$ cat src/sfp_regs.vh
`ifndef SFP_REGS_VH
`define SFP_REGS_VH
// register byte offsets
`define SFP_OFF_CTRL     12'h000
`define SFP_OFF_STATUS   12'h004
`define SFP_OFF_P1_LO    12'h008
`define SFP_OFF_P1_HI    12'h00C
`define SFP_OFF_P2_LO    12'h010
`define SFP_OFF_P2_HI    12'h014
`define SFP_OFF_P3_LO    12'h018
`define SFP_OFF_P3_HI    12'h01C
`define SFP_OFF_TOPA_LO  12'h020
`define SFP_OFF_TOPA_HI  12'h024
`define SFP_OFF_TOPB_LO  12'h028
`define SFP_OFF_TOPB_HI  12'h02C
// first parameter word bit positions
`define SFP_P1_MEMPROT   0
`define SFP_P1_INVOPND   1
`define SFP_P1_DIVZERO   2
`define SFP_P1_EXPOVF    3
`define SFP_P1_EXPUNF    4
`define SFP_P1_INVINDEX  5
`define SFP_P1_INTOVF    6
`define SFP_P1_BASESTK   7
`define SFP_P1_PRESENCE  8
`define SFP_P1_SEQERR    9
`define SFP_P1_SEGARRAY  10
`define SFP_P1_TIMER     11
`define SFP_P1_STKOVF    12
`define SFP_P1_CONFERR   13
`define SFP_P1_RETRY     19
`define SFP_P1_CLASS_LO  23
`define SFP_P1_CLASS_HI  24
`define SFP_P1_PB_VS     39
`define SFP_P1_VECTOR    44
`define SFP_P1_PB_RET    45
`define SFP_P1_PB_VCALL  46
// third parameter word fields
`define SFP_P3_SEQ_LSB   0
`define SFP_P3_MODED     12
`define SFP_P3_STROBE_LSB 13
`define SFP_P3_OPC_LSB   16
`define SFP_P3_VARIANT   24
`define SFP_P3_EDIT      25
`define SFP_P3_TEDIT     26
`define SFP_P3_VECTOR    27
// operator codes and tags
`define SFP_OPC_INVALID  8'hFF
`define SFP_TAG_MARK     3'h3
`endif
$ cat src/sfp_fault_former.v
// The placing of the registers and the AHB-Lite register port are this design's own decisions.
`timescale 1ns/1ps
`include "sfp_regs.vh"
module sfp_fault_former #(
  parameter WORD_W = 48,
  parameter IDX_W  = 20
) (
  input  wire              clock,
  input  wire              reset_n,
  input  wire [11:0]       haddr,
  input  wire [1:0]        htrans,
  input  wire              hwrite,
  input  wire [2:0]        hsize,
  input  wire              hsel,
  input  wire              hready,
  input  wire [31:0]       hwdata,
  output reg  [31:0]       hrdata,
  output wire              hreadyout,
  output wire              hresp,
  input  wire              opValid,
  input  wire [7:0]        opcode,
  input  wire [2:0]        strobe,
  input  wire [10:0]       seqStep,
  input  wire              seqMicro,
  input  wire              stream_op_flag,
  input  wire              table_edit_flag,
  input  wire              editMode,
  input  wire              variantMode,
  input  wire              retryFf,
  input  wire              pointersAdjusted,
  input  wire              writeOp,
  input  wire              descReadOnly,
  input  wire              flashProtect,
  input  wire [WORD_W-1:0] descWord,
  input  wire              tagMismatch,
  input  wire              divideOp,
  input  wire              divisorZero,
  input  wire              expOverflow,
  input  wire              expSign,
  input  wire              indexOp,
  input  wire [IDX_W-1:0]  indexValue,
  input  wire [IDX_W-1:0]  descLength,
  input  wire              integerizeOvf,
  input  wire              pseudoCalled,
  input  wire              exitReturnOp,
  input  wire              atStackBase,
  input  wire [WORD_W-1:0] return_control_word,
  input  wire              descAccess,
  input  wire              dataAbsent,
  input  wire              pbVectorStack,
  input  wire              pbReturnEscape,
  input  wire              markAccess,
  input  wire [2:0]        markTag,
  input  wire [IDX_W-1:0]  stackPtr,
  input  wire [IDX_W-1:0]  stack_limit_reg,
  input  wire              joinFault,
  input  wire [WORD_W-1:0] joinRestartCount,
  input  wire              segArrayWord,
  input  wire [WORD_W-1:0] memWord,
  input  wire              timerExpired,
  input  wire              confidenceErr,
  output reg               faultValid,
  output reg  [WORD_W-1:0] first_param_word,
  output reg  [WORD_W-1:0] second_param_word,
  output reg  [WORD_W-1:0] third_param_word,
  output reg  [WORD_W-1:0] topA,
  output reg  [WORD_W-1:0] topB,
  output reg               suppressWrite,
  output reg               restoreFlash,
  output reg               backupPointers,
  output reg               terminateCaller
);

  // control, status and capture state
  reg  [2:0]        ctrl;           // bit0 enable, bit1 hold after a fault
  reg               held;
  reg               wrStb;
  reg  [11:0]       wrAddr;
  reg  [13:0]       cause;
  reg  [WORD_W-1:0] p1;
  reg  [WORD_W-1:0] p2;
  reg  [WORD_W-1:0] p3;
  // next values
  reg  [WORD_W-1:0] next_topA;
  reg  [WORD_W-1:0] next_topB;
  reg               next_held;
  reg               next_suppress;
  reg               next_restore;
  reg               next_backup;
  reg               next_terminate;
  reg  [31:0]       next_hrdata;

  // all conditions are levels from operator logic on this same clock, so they
  // need no synchroniser; a cause must stand in the cycle it is to be taken
  // a read-only descriptor ends the store before memory is touched
  wire protReadOnly  = writeOp && descReadOnly;
  wire protFlash     = writeOp && flashProtect;
  wire programmedOp  = opValid && (opcode == `SFP_OPC_INVALID);
  wire badTag        = tagMismatch;
  wire divByZero     = divideOp && divisorZero;
  wire expHigh       = expOverflow && !expSign;
  wire expLow        = expOverflow && expSign;
  wire indexNegative = indexOp && indexValue[IDX_W-1];
  wire indexTooLarge = indexOp && (indexValue >= descLength);
  wire intOverflow   = integerizeOvf;
  wire stackBase     = exitReturnOp && atStackBase;
  wire absentData    = descAccess && dataAbsent;
  wire badMarkTag    = markAccess && (markTag != `SFP_TAG_MARK);
  wire arrayBound    = segArrayWord;
  wire timerOut      = timerExpired;
  // a plain compare: it refires every cycle unless the hold bit is used
  wire stackFull     = (stackPtr == stack_limit_reg);
  wire confFail      = confidenceErr;

  // cause vector, one bit per fault kind at its first-word position
  always @* begin
    cause                   = 14'h0000;
    cause[`SFP_P1_MEMPROT]  = protReadOnly || protFlash;
    cause[`SFP_P1_INVOPND]  = badTag || programmedOp;
    cause[`SFP_P1_DIVZERO]  = divByZero;
    cause[`SFP_P1_EXPOVF]   = expHigh;
    cause[`SFP_P1_EXPUNF]   = expLow;
    cause[`SFP_P1_INVINDEX] = indexNegative || indexTooLarge;
    cause[`SFP_P1_INTOVF]   = intOverflow;
    cause[`SFP_P1_BASESTK]  = stackBase;
    cause[`SFP_P1_PRESENCE] = absentData;
    cause[`SFP_P1_SEQERR]   = badMarkTag;
    cause[`SFP_P1_SEGARRAY] = arrayBound;
    cause[`SFP_P1_TIMER]    = timerOut;
    cause[`SFP_P1_STKOVF]   = stackFull;
    cause[`SFP_P1_CONFERR]  = confFail;
  end

  // a refused fault (disabled or held) leaves every output untouched
  wire causeAny    = |cause;
  wire enabled     = ctrl[0];
  wire anyFault    = enabled && !held && causeAny;
  wire presence    = cause[`SFP_P1_PRESENCE];
  wire arithStop   = cause[`SFP_P1_DIVZERO] || cause[`SFP_P1_EXPOVF] ||
                     cause[`SFP_P1_EXPUNF];
  wire stackHit    = cause[`SFP_P1_BASESTK];
  wire protHit     = cause[`SFP_P1_MEMPROT];
  wire statusClear = wrStb && (wrAddr == `SFP_OFF_STATUS) && hwdata[0];
  wire ctrlWrite   = wrStb && (wrAddr == `SFP_OFF_CTRL);

  // presence encoding: 46 value call, 45 return escape, 39 vector stack
  wire pbCall      = presence && !pbVectorStack;
  wire pbReturn    = presence && pbReturnEscape;
  wire pbVector    = presence && pbVectorStack;
  // class: 10 before the pointers move (consistent), 01 after; never both
  wire classHi     = !pointersAdjusted;
  wire classLo     = pointersAdjusted;

  // first parameter word
  always @* begin
    p1                   = {WORD_W{1'b0}};
    p1[13:0]             = cause;
    // the programmed operator has no bit of its own and shows as invalid operand
    p1[`SFP_P1_RETRY]    = retryFf;
    p1[`SFP_P1_CLASS_HI] = classHi;
    p1[`SFP_P1_CLASS_LO] = classLo;
    p1[`SFP_P1_VECTOR]   = stream_op_flag;
    p1[`SFP_P1_PB_VCALL] = pbCall;
    p1[`SFP_P1_PB_RET]   = pbReturn;
    p1[`SFP_P1_PB_VS]    = pbVector;
  end

  // second parameter word; a join fault rides on a string fault and wins
  always @* begin
    p2 = {WORD_W{1'b0}};
    if (joinFault) begin
      p2 = joinRestartCount;
    end else if (segArrayWord) begin
      p2 = memWord;
    end
  end

  // third parameter word; the sequence field's meaning follows the moded bit
  // fields above bit 27 stay zero
  always @* begin
    p3                          = {WORD_W{1'b0}};
    p3[`SFP_P3_SEQ_LSB +: 11]   = seqStep;
    p3[`SFP_P3_MODED]           = seqMicro;
    p3[`SFP_P3_STROBE_LSB +: 3] = strobe;
    p3[`SFP_P3_OPC_LSB +: 8]    = opcode;
    p3[`SFP_P3_VARIANT]         = variantMode;
    p3[`SFP_P3_EDIT]            = editMode;
    p3[`SFP_P3_TEDIT]           = table_edit_flag;
    p3[`SFP_P3_VECTOR]          = stream_op_flag;
  end

  // top-of-stack state left behind by the fault
  always @* begin
    next_topA = topA;
    next_topB = topB;
    if (arithStop) begin
      next_topA = {WORD_W{1'b0}};
      next_topB = p1;
    end else if (stackHit) begin
      next_topA = return_control_word;
    end else if (protHit) begin
      next_topA = descWord;
    end
  end

  // a fault and a status clear in one cycle: while held the fault is refused and the clear wins; if not held, held takes ctrl[1]
  always @* begin
    next_held = held;
    if (anyFault) begin
      next_held = ctrl[1];
    end else if (statusClear) begin
      next_held = 1'b0;
    end
  end

  // side-effect pulses ride along with the capture strobe
  always @* begin
    next_suppress  = 1'b0;
    next_restore   = 1'b0;
    next_backup    = 1'b0;
    next_terminate = 1'b0;
    if (anyFault) begin
      next_suppress  = protHit;
      next_restore   = protFlash && !descReadOnly;
      next_backup    = cause[`SFP_P1_DIVZERO];
      next_terminate = intOverflow && pseudoCalled;
    end
  end

  // capture strobe and side-effect pulses, one cycle each
  always @(posedge clock or negedge reset_n) begin
    if (!reset_n) begin
      faultValid      <= 1'b0;
      suppressWrite   <= 1'b0;
      restoreFlash    <= 1'b0;
      backupPointers  <= 1'b0;
      terminateCaller <= 1'b0;
    end else begin
      faultValid      <= anyFault;
      suppressWrite   <= next_suppress;
      restoreFlash    <= next_restore;
      backupPointers  <= next_backup;
      terminateCaller <= next_terminate;
    end
  end

  // held blocks further captures until software clears it
  always @(posedge clock or negedge reset_n) begin
    if (!reset_n) begin
      held <= 1'b0;
    end else begin
      held <= next_held;
    end
  end

  // parameter words stand until the next capture;
  // a refused fault keeps the last captured set
  always @(posedge clock or negedge reset_n) begin
    if (!reset_n) begin
      first_param_word  <= {WORD_W{1'b0}};
      second_param_word <= {WORD_W{1'b0}};
      third_param_word  <= {WORD_W{1'b0}};
    end else if (anyFault) begin
      first_param_word  <= p1;
      second_param_word <= p2;
      third_param_word  <= p3;
    end
  end

  // the top registers move only on a capture
  always @(posedge clock or negedge reset_n) begin
    if (!reset_n) begin
      topA <= {WORD_W{1'b0}};
      topB <= {WORD_W{1'b0}};
    end else if (anyFault) begin
      topA <= next_topA;
      topB <= next_topB;
    end
  end

  // ahb-lite slave with no wait states: read data is registered in the address
  // phase and stands through the data phase
  wire take   = hsel && hready && htrans[1];
  wire rdTake = take && !hwrite;
  wire wrTake = take && hwrite;

  // register views; upper halves are zero-extended
  wire [31:0] ctrlView   = {29'h0000_0000, ctrl};
  wire [31:0] statusView = {30'h0000_0000, faultValid, held};
  wire [31:0] p1Lo       = first_param_word[31:0];
  wire [31:0] p1Hi       = {16'h0000, first_param_word[47:32]};
  wire [31:0] p2Lo       = second_param_word[31:0];
  wire [31:0] p2Hi       = {16'h0000, second_param_word[47:32]};
  wire [31:0] p3Lo       = third_param_word[31:0];
  wire [31:0] p3Hi       = {16'h0000, third_param_word[47:32]};
  wire [31:0] topALo     = topA[31:0];
  wire [31:0] topAHi     = {16'h0000, topA[47:32]};
  wire [31:0] topBLo     = topB[31:0];
  wire [31:0] topBHi     = {16'h0000, topB[47:32]};

  // a write lands at the end of its data phase
  always @(posedge clock or negedge reset_n) begin
    if (!reset_n) begin
      wrStb  <= 1'b0;
      wrAddr <= 12'h000;
    end else begin
      wrStb  <= wrTake;
      wrAddr <= haddr;
    end
  end

  // enable comes out of reset set, so faults are taken without any setup
  always @(posedge clock or negedge reset_n) begin
    if (!reset_n) begin
      ctrl <= 3'h1;
    end else if (ctrlWrite) begin
      ctrl <= hwdata[2:0];
    end
  end

  // read mux, decoded on the address phase
  always @* begin
    next_hrdata = 32'h0000_0000;
    case (haddr)
      `SFP_OFF_CTRL:    next_hrdata = ctrlView;
      `SFP_OFF_STATUS:  next_hrdata = statusView;
      `SFP_OFF_P1_LO:   next_hrdata = p1Lo;
      `SFP_OFF_P1_HI:   next_hrdata = p1Hi;
      `SFP_OFF_P2_LO:   next_hrdata = p2Lo;
      `SFP_OFF_P2_HI:   next_hrdata = p2Hi;
      `SFP_OFF_P3_LO:   next_hrdata = p3Lo;
      `SFP_OFF_P3_HI:   next_hrdata = p3Hi;
      `SFP_OFF_TOPA_LO: next_hrdata = topALo;
      `SFP_OFF_TOPA_HI: next_hrdata = topAHi;
      `SFP_OFF_TOPB_LO: next_hrdata = topBLo;
      `SFP_OFF_TOPB_HI: next_hrdata = topBHi;
      default:          next_hrdata = 32'h0000_0000;
    endcase
  end

  always @(posedge clock or negedge reset_n) begin
    if (!reset_n) begin
      hrdata <= 32'h0000_0000;
    end else if (rdTake) begin
      hrdata <= next_hrdata;
    end
  end

  // every transfer is a whole word with an okay response
  assign hreadyout = 1'b1;
  assign hresp     = 1'b0;

endmodule // sfp_fault_former

$ cat config.mk
export PLATFORM = sky130hd
export DESIGN_NAME = sfp_fault_former
export DESIGN_NICKNAME = d
export VERILOG_FILES = /design/src/sfp_fault_former.v
export VERILOG_INCLUDE_DIRS = /design/src
export SDC_FILE = /design/constraint.sdc
export NUM_CORES = 1
export LEC_CHECK = 0
export ABC_AREA = 0
export BUFFER_PORTS_ARGS = -buffer_cell sky130_fd_sc_hd__buf_2
export CAP_MARGIN = 20
export CORE_AREA = 2 2 255 257
export CTS_CLUSTER_SIZE = 30
export DETAILED_ROUTE_END_ITERATION = 10
export DIE_AREA = 0 0 257 259
export SYNTH_ARGS = -nofsm -noshare
export SYNTH_HDL_FRONTEND = slang
export SYNTH_SLANG_ARGS = --single-unit
$ cat constraint.sdc
create_clock -name clock -period 2.1 [get_ports clock]
set_input_delay 0.21 -clock clock [delete_from_list [all_inputs] [get_ports clock]]
set_output_delay 0.21 -clock clock [all_outputs]
set_load 0.005 [all_outputs]
## Yosys cells after proc, flatten, opt, wreduce, memory -nomap -nowiden

Index checks and enable logic that the tools add are counted.

- Order comparisons: 1
- Equal/unequal tests: 14
- Mux-type cells: 12
- Reductions and logical operators: 43

Operators by type and width:

| operator | count |
|---|---|
| one-hot mux 32 bit (11 select lines) | 1 |
| two-way mux 48 bit | 5 |
| equality test 12 x 6 -> 1 bit, second input constant | 4 |
| equality test 12 x 5 -> 1 bit, second input constant | 3 |
| logical AND 1 bit | 25 |
| equality test 12 x 3 -> 1 bit, second input constant | 2 |
| equality test 12 x 4 -> 1 bit, second input constant | 2 |
| zero test 12 bit | 2 |
| equality test 20 bit | 1 |
| >= comparator 20 bit | 1 |
| OR reduction 14 bit | 1 |
| equality test 8 bit, second input constant | 1 |
| zero test 1 bit | 6 |
| two-way mux 1 bit | 6 |
| logical OR 1 bit | 5 |
| AND reduction 2 bit | 2 |
| != test 3 x 2 -> 1 bit, second input constant | 1 |
| nonzero test 3 bit | 1 |
| nonzero test 2 bit | 1 |

- Bits of input ports: 381
- Register bits after elaboration: 219

## Longest topological paths before layout

- Depth after elaboration: 6
- Gate-level depth with buffers: 10
- Gate-level depth less buffers: 8

## Least setup slack after synthesis

Ideal clock, no wire load.

- Kind: input-to-reg
- Start point: in exitReturnOp
- End point: reg first_param_word[0]
- Arrival time: 2.093 ns
- Slack: -0.118 ns
- Buffers on the path: 3
- Required time: 1.975 ns
- Stages: 9
- Library setup time: 0.125 ns
- Path through: and2_1 clkbuf_1 or3_1 o41ai_1 o21a_1 o21ai_2 buf_6 buf_6 mux2_4

- Cells in the longest elaborated chain, start to end: 3

Ends and longest elaborated chain:

| what | RTL line | RTL |
|---|---|---|
| start: declaration | sfp_fault_former.v:45 | `input wire exitReturnOp,` |
| logical AND 1 bit | sfp_fault_former.v:106 | `wire stackBase = exitReturnOp && atStackBase;` |
| OR reduction 14 bit | sfp_fault_former.v:135 | `wire causeAny = \|cause;` |
| logical AND 1 bit | sfp_fault_former.v:137 | `wire anyFault = enabled && !held && causeAny;` |
| end signal: assignment | sfp_fault_former.v:260 | `first_param_word <= {WORD_W{1'b0}};` |
| end signal: assignment | sfp_fault_former.v:264 | `first_param_word <= p1;` |
| end: declaration | sfp_fault_former.v:63 | `output reg [WORD_W-1:0] first_param_word,` |

No other way between the ends.
A chain may end at the register's enable or synchronous reset.

## Worst setup path after layout

- Start point: in haddr[4]
- End point: reg hrdata[24]

- Cells in the longest elaborated chain, start to end: 2
- Elaborated cells between the ends (all ways): 12

Ends and longest elaborated chain:

| what | RTL line | RTL |
|---|---|---|
| start: declaration | sfp_fault_former.v:10 | `input wire [11:0] haddr,` |
| equality test 12 x 6 -> 1 bit (tied with other cells) | sfp_fault_former.v:324 | `case (haddr)` |
| one-hot mux 32 bit (11 select lines) * | sfp_fault_former.v:324 |  |
| end signal: assignment | sfp_fault_former.v:345 | `hrdata <= next_hrdata;` |
| end: declaration | sfp_fault_former.v:17 | `output reg [31:0] hrdata,` |

Every way passes the cells marked *; elsewhere a longest branch is shown, timed or not.

==> run metrics <==
outcome=finished clean; Cells after Synth=1,046; library cells used by synthesis=57; Mean Syn Cell Area=11.3 um2; reg-to-reg endpoint=second_param_word[30]$_DFFE_PN0P_; worst-skew pair later-pin latency=0.58 ns; CTS max path bufs=3; slowest stage delay, CP=0.81 ns; Final Cycle Share=98.3%; first-pass GRT wire length=84.9 mm; RSZ-0062 raised after global routing=true; WP data arrival=2.53 ns; Finish-stage setup viols=0; grt total ovfl=0; vias per cell=4.34; Async S/R FF share, synth=100%; Setup crit start kind=input pin; final hold vios=0; Synth top area share=46.0%; Slew @ Worst Pin=0.937 ns; DR WL/cell=22.2 um; R2R cell count=8; Hold Path Stages=3; Post-synth top cells=217 x dfrtp_1, 89 x nand2_1, 78 x buf_4, 67 x mux2i_1, 60 x mux2_4; launching point of the worst reg2reg path=ctrl[0]$_DFFE_PN1P_; WHS Endpoint=topA[27]$_DFFE_PN0P_; synthesis-to-finish area growth=65.0%; fin. max-slew vios=0; Critical Path RT=2.56 ns; largest net degree at the start of global routing=62; Pwr Density=557 mW/mm2; CP Capture Type=flop; dominant cells by area after synthesis=dfrtp_1 46%, mux2_4 7.6%, mux2i_1 5.7%; # IOs=660; most frequent CP cell=buf_4; core region area=0.0639 mm2; die span in x=257 um; fin nets=2,270; Max VDD drop=0.530 mV; Fmax=484 MHz; Die Y=259 um; Synth Flop Type=dfrtp_1; Slew headroom=37.5%; drt first pass iters=9; total negative slack=0 ns; Die Footprint=0.0666 mm2; fraction of layout cells with a size suffix above 1=44.6%; Mapped Area=0.0118 mm2; Synth area leader=dfrtp_1; Final min period=2.06 ns; R2R setup slack=0.05 ns; root buf cell=clkbuf_16; Final Core Density=30.5%; Critical Path, Cell by Cell=dlygate4sd3_1, buf_4, nor2b_1, nand4_1, buf_4, nor3_4, buf_12, a222oi_1, a21oi_1, a21o_1; DP Wirelength=46.1 mm; flop and latch count out of synthesis=218; CTS tree=built; Pleak=9.88 nW; clk sinks=218; WP buf/inv=4; drt total wl=61.2 mm; most common cell in the netlist=dfrtp_1; maxcap violations=0; DRC viols=0; Largest delay share family, worst path=compound AO/OA/AOI/OAI gates; post-synthesis sequential area ratio=46.3%; Starting DRT DRC Count=869; worst hold path startpoint=return_control_word[27]; post-route ant nets=0; H-tree Lvls=1; Worst Hold Class=input pin to flop; EDFF count, synth=0; Core Rows=93; maximum fanout along the worst path=8; Syn. warnings=0; CP max stage cell=a222oi_1; Worst Setup Path Type=input pin to flop; Starting Density=18.5%; Num CTS Buffers=29; GRT Total Usage=17.4%; initial antenna violation count=8; number of global-route vias before repair=12,440; via count=11,939; routability-driven placement congestion ratio=0.891; Worst-path clk slew=0.06 ns; IO Port Bufs=549; clk_skew=0.0241 ns
cell families (layout without fill, tap and decap cells):
| family | count (synthesis) | count (layout) | share of synthesized area (%) |
|---|---|---|---|
| adder cells (fa/ha/maj) | 20 | 20 | 2.12 |
| XOR/XNOR | 20 | 20 | 1.48 |
| AO/OA/AOI/OAI | 248 | 248 | 15.7 |
| flip-flops | 218 | 218 | 46.3 |
| multiplexers | 182 | 182 | 18.6 |
| buffers and inverters | 174 | 944 | 8.51 |
| AND/OR/NAND/NOR | 182 | 182 | 7.29 |
| other | 2 | 85 | 0.0637 |
per-layer routing:
metal	share of wire, %	GRT usage (%)	wire (um)	up-vias
li1	-	-	-	5379
met1	41	21.4	25200	5875
met2	48	30.0	29700	582
met3	6.6	3.49	4040	103
met4	3.8	6.31	2340	0
met5	0	0	0	-
stage by stage:
stage / hold slack, ns / power [mW] / setup slack [ns] / area (um2) / instances
5_1_grt: 0.00781 / 11.3 / -0.0205 / 19500 / 2751
6_report: 0.0189 / 10.8 / 0.0360 / 19500 / 2754
2_1_floorplan: -0.0856 / 4.85 / 0.0394 / 12100 / 1121
3_3_place_gp: 0.134 / 5.46 / -0.605 / 16000 / 2473
3_5_place_dp: 0.139 / 5.49 / -0.622 / 16000 / 2473
4_1_cts: 0.0000443 / 11.0 / 0.00121 / 19200 / 2740
final cells by class:
type / instances / area, um2
Tap cell: 855 / 1070
Sequential cell: 218 / 5460
Inverter: 27 / 101
Clock buffer: 40 / 807
Fill cell: 6483 / 44400
Antenna cell: 8 / 20.0
Clock inverter: 13 / 141
Timing Repair Buffer: 864 / 6030
Multi-Input combinational cell: 729 / 5840
power breakdown:
group | internal, mW | switching, mW
logic | 0.822 | 0.706
registers | 4.24 | 0.0304
clock network | 2.94 | 2.12
registers in the layout, indices dropped and copies added (netlist names):
signal,flops
ctrl,3
topB,21
third_param_word,26
first_param_word,21
wrAddr,12
wrStb,1
second_param_word,48
hrdata,32
suppressWrite,1
restoreFlash,1
topA,48
terminateCaller,1
held,1
faultValid,1
backupPointers,1
worst register-to-register path: cells and delay by family (launching register included):
family | cells | cell delay (ns)
buffers and inverters | 3 | 0.50
AND/OR/NAND/NOR | 1 | 0.18
AO/OA/AOI/OAI | 3 | 0.31
flip-flops | 1 | 0.54
multiplexers | 1 | 0.41
worst max path at each step:
stage                                    from                                 to  slack [ns]  depth (start not counted)
after floorplan                 descLength[7]    first_param_word[0]$_DFFE_PN0P_        0.04                         10
after global placement               haddr[3]             hrdata[14]$_DFFE_PN0P_       -0.60                          7
after detailed placement       indexValue[13]   second_param_word[3]$_DFFE_PN0P_       -0.62                          9
after CTS                        timerExpired  second_param_word[42]$_DFFE_PN0P_       0.001                         11
after global routing      ctrl[0]$_DFFE_PN1P_  second_param_word[43]$_DFFE_PN0P_       -0.02                          9
final                                haddr[4]             hrdata[24]$_DFFE_PN0P_        0.04                         10
layout by cell type (no fill, tap or decap), types with 4 or more instances in the layout:
cell type | Yosys | routed
o21a_1 | 5 | 4
nand3_1 | 7 | 5
a31oi_1 | 4 | 4
o22ai_1 | 6 | 6
diode_2 | 0 | 8
mux2_4 | 60 | 84
a22o_1 | 50 | 50
nand2_1 | 89 | 88
a21o_1 | 12 | 11
ha_1 | 20 | 20
nor2_1 | 27 | 24
buf_12 | 0 | 22
nand4_1 | 9 | 9
a221oi_1 | 9 | 8
conb_1 | 2 | 77
o2bb2ai_1 | 7 | 7
dlygate4sd3_1 | 0 | 209
nor4_1 | 11 | 9
and2_1 | 6 | 5
nor3_1 | 6 | 4
o21ai_0 | 26 | 26
xor2_1 | 20 | 20
a22oi_1 | 17 | 17
mux2_2 | 55 | 31
o31ai_1 | 49 | 49
dfrtp_1 | 217 | 217
clkbuf_16 | 0 | 31
buf_4 | 78 | 79
and3_1 | 5 | 5
a222oi_1 | 17 | 17
inv_1 | 26 | 26
buf_2 | 4 | 546
clkbuf_1 | 47 | 7
a21oi_1 | 30 | 29
clkbuf_8 | 0 | 4
mux2i_1 | 67 | 67
repair_timing:
action / in CTS / in global routing
resized for setup: 7 / 41
hold endpoints to repair: 355 / 0
setup buffers: 3 / 5
pin swaps: 1 / 8
setup endpoints to repair: 85 / 130
hold buffers: 209 / 0
cloned: 2 / 2
No activity file was read; power rests on OpenSTA's default activity.
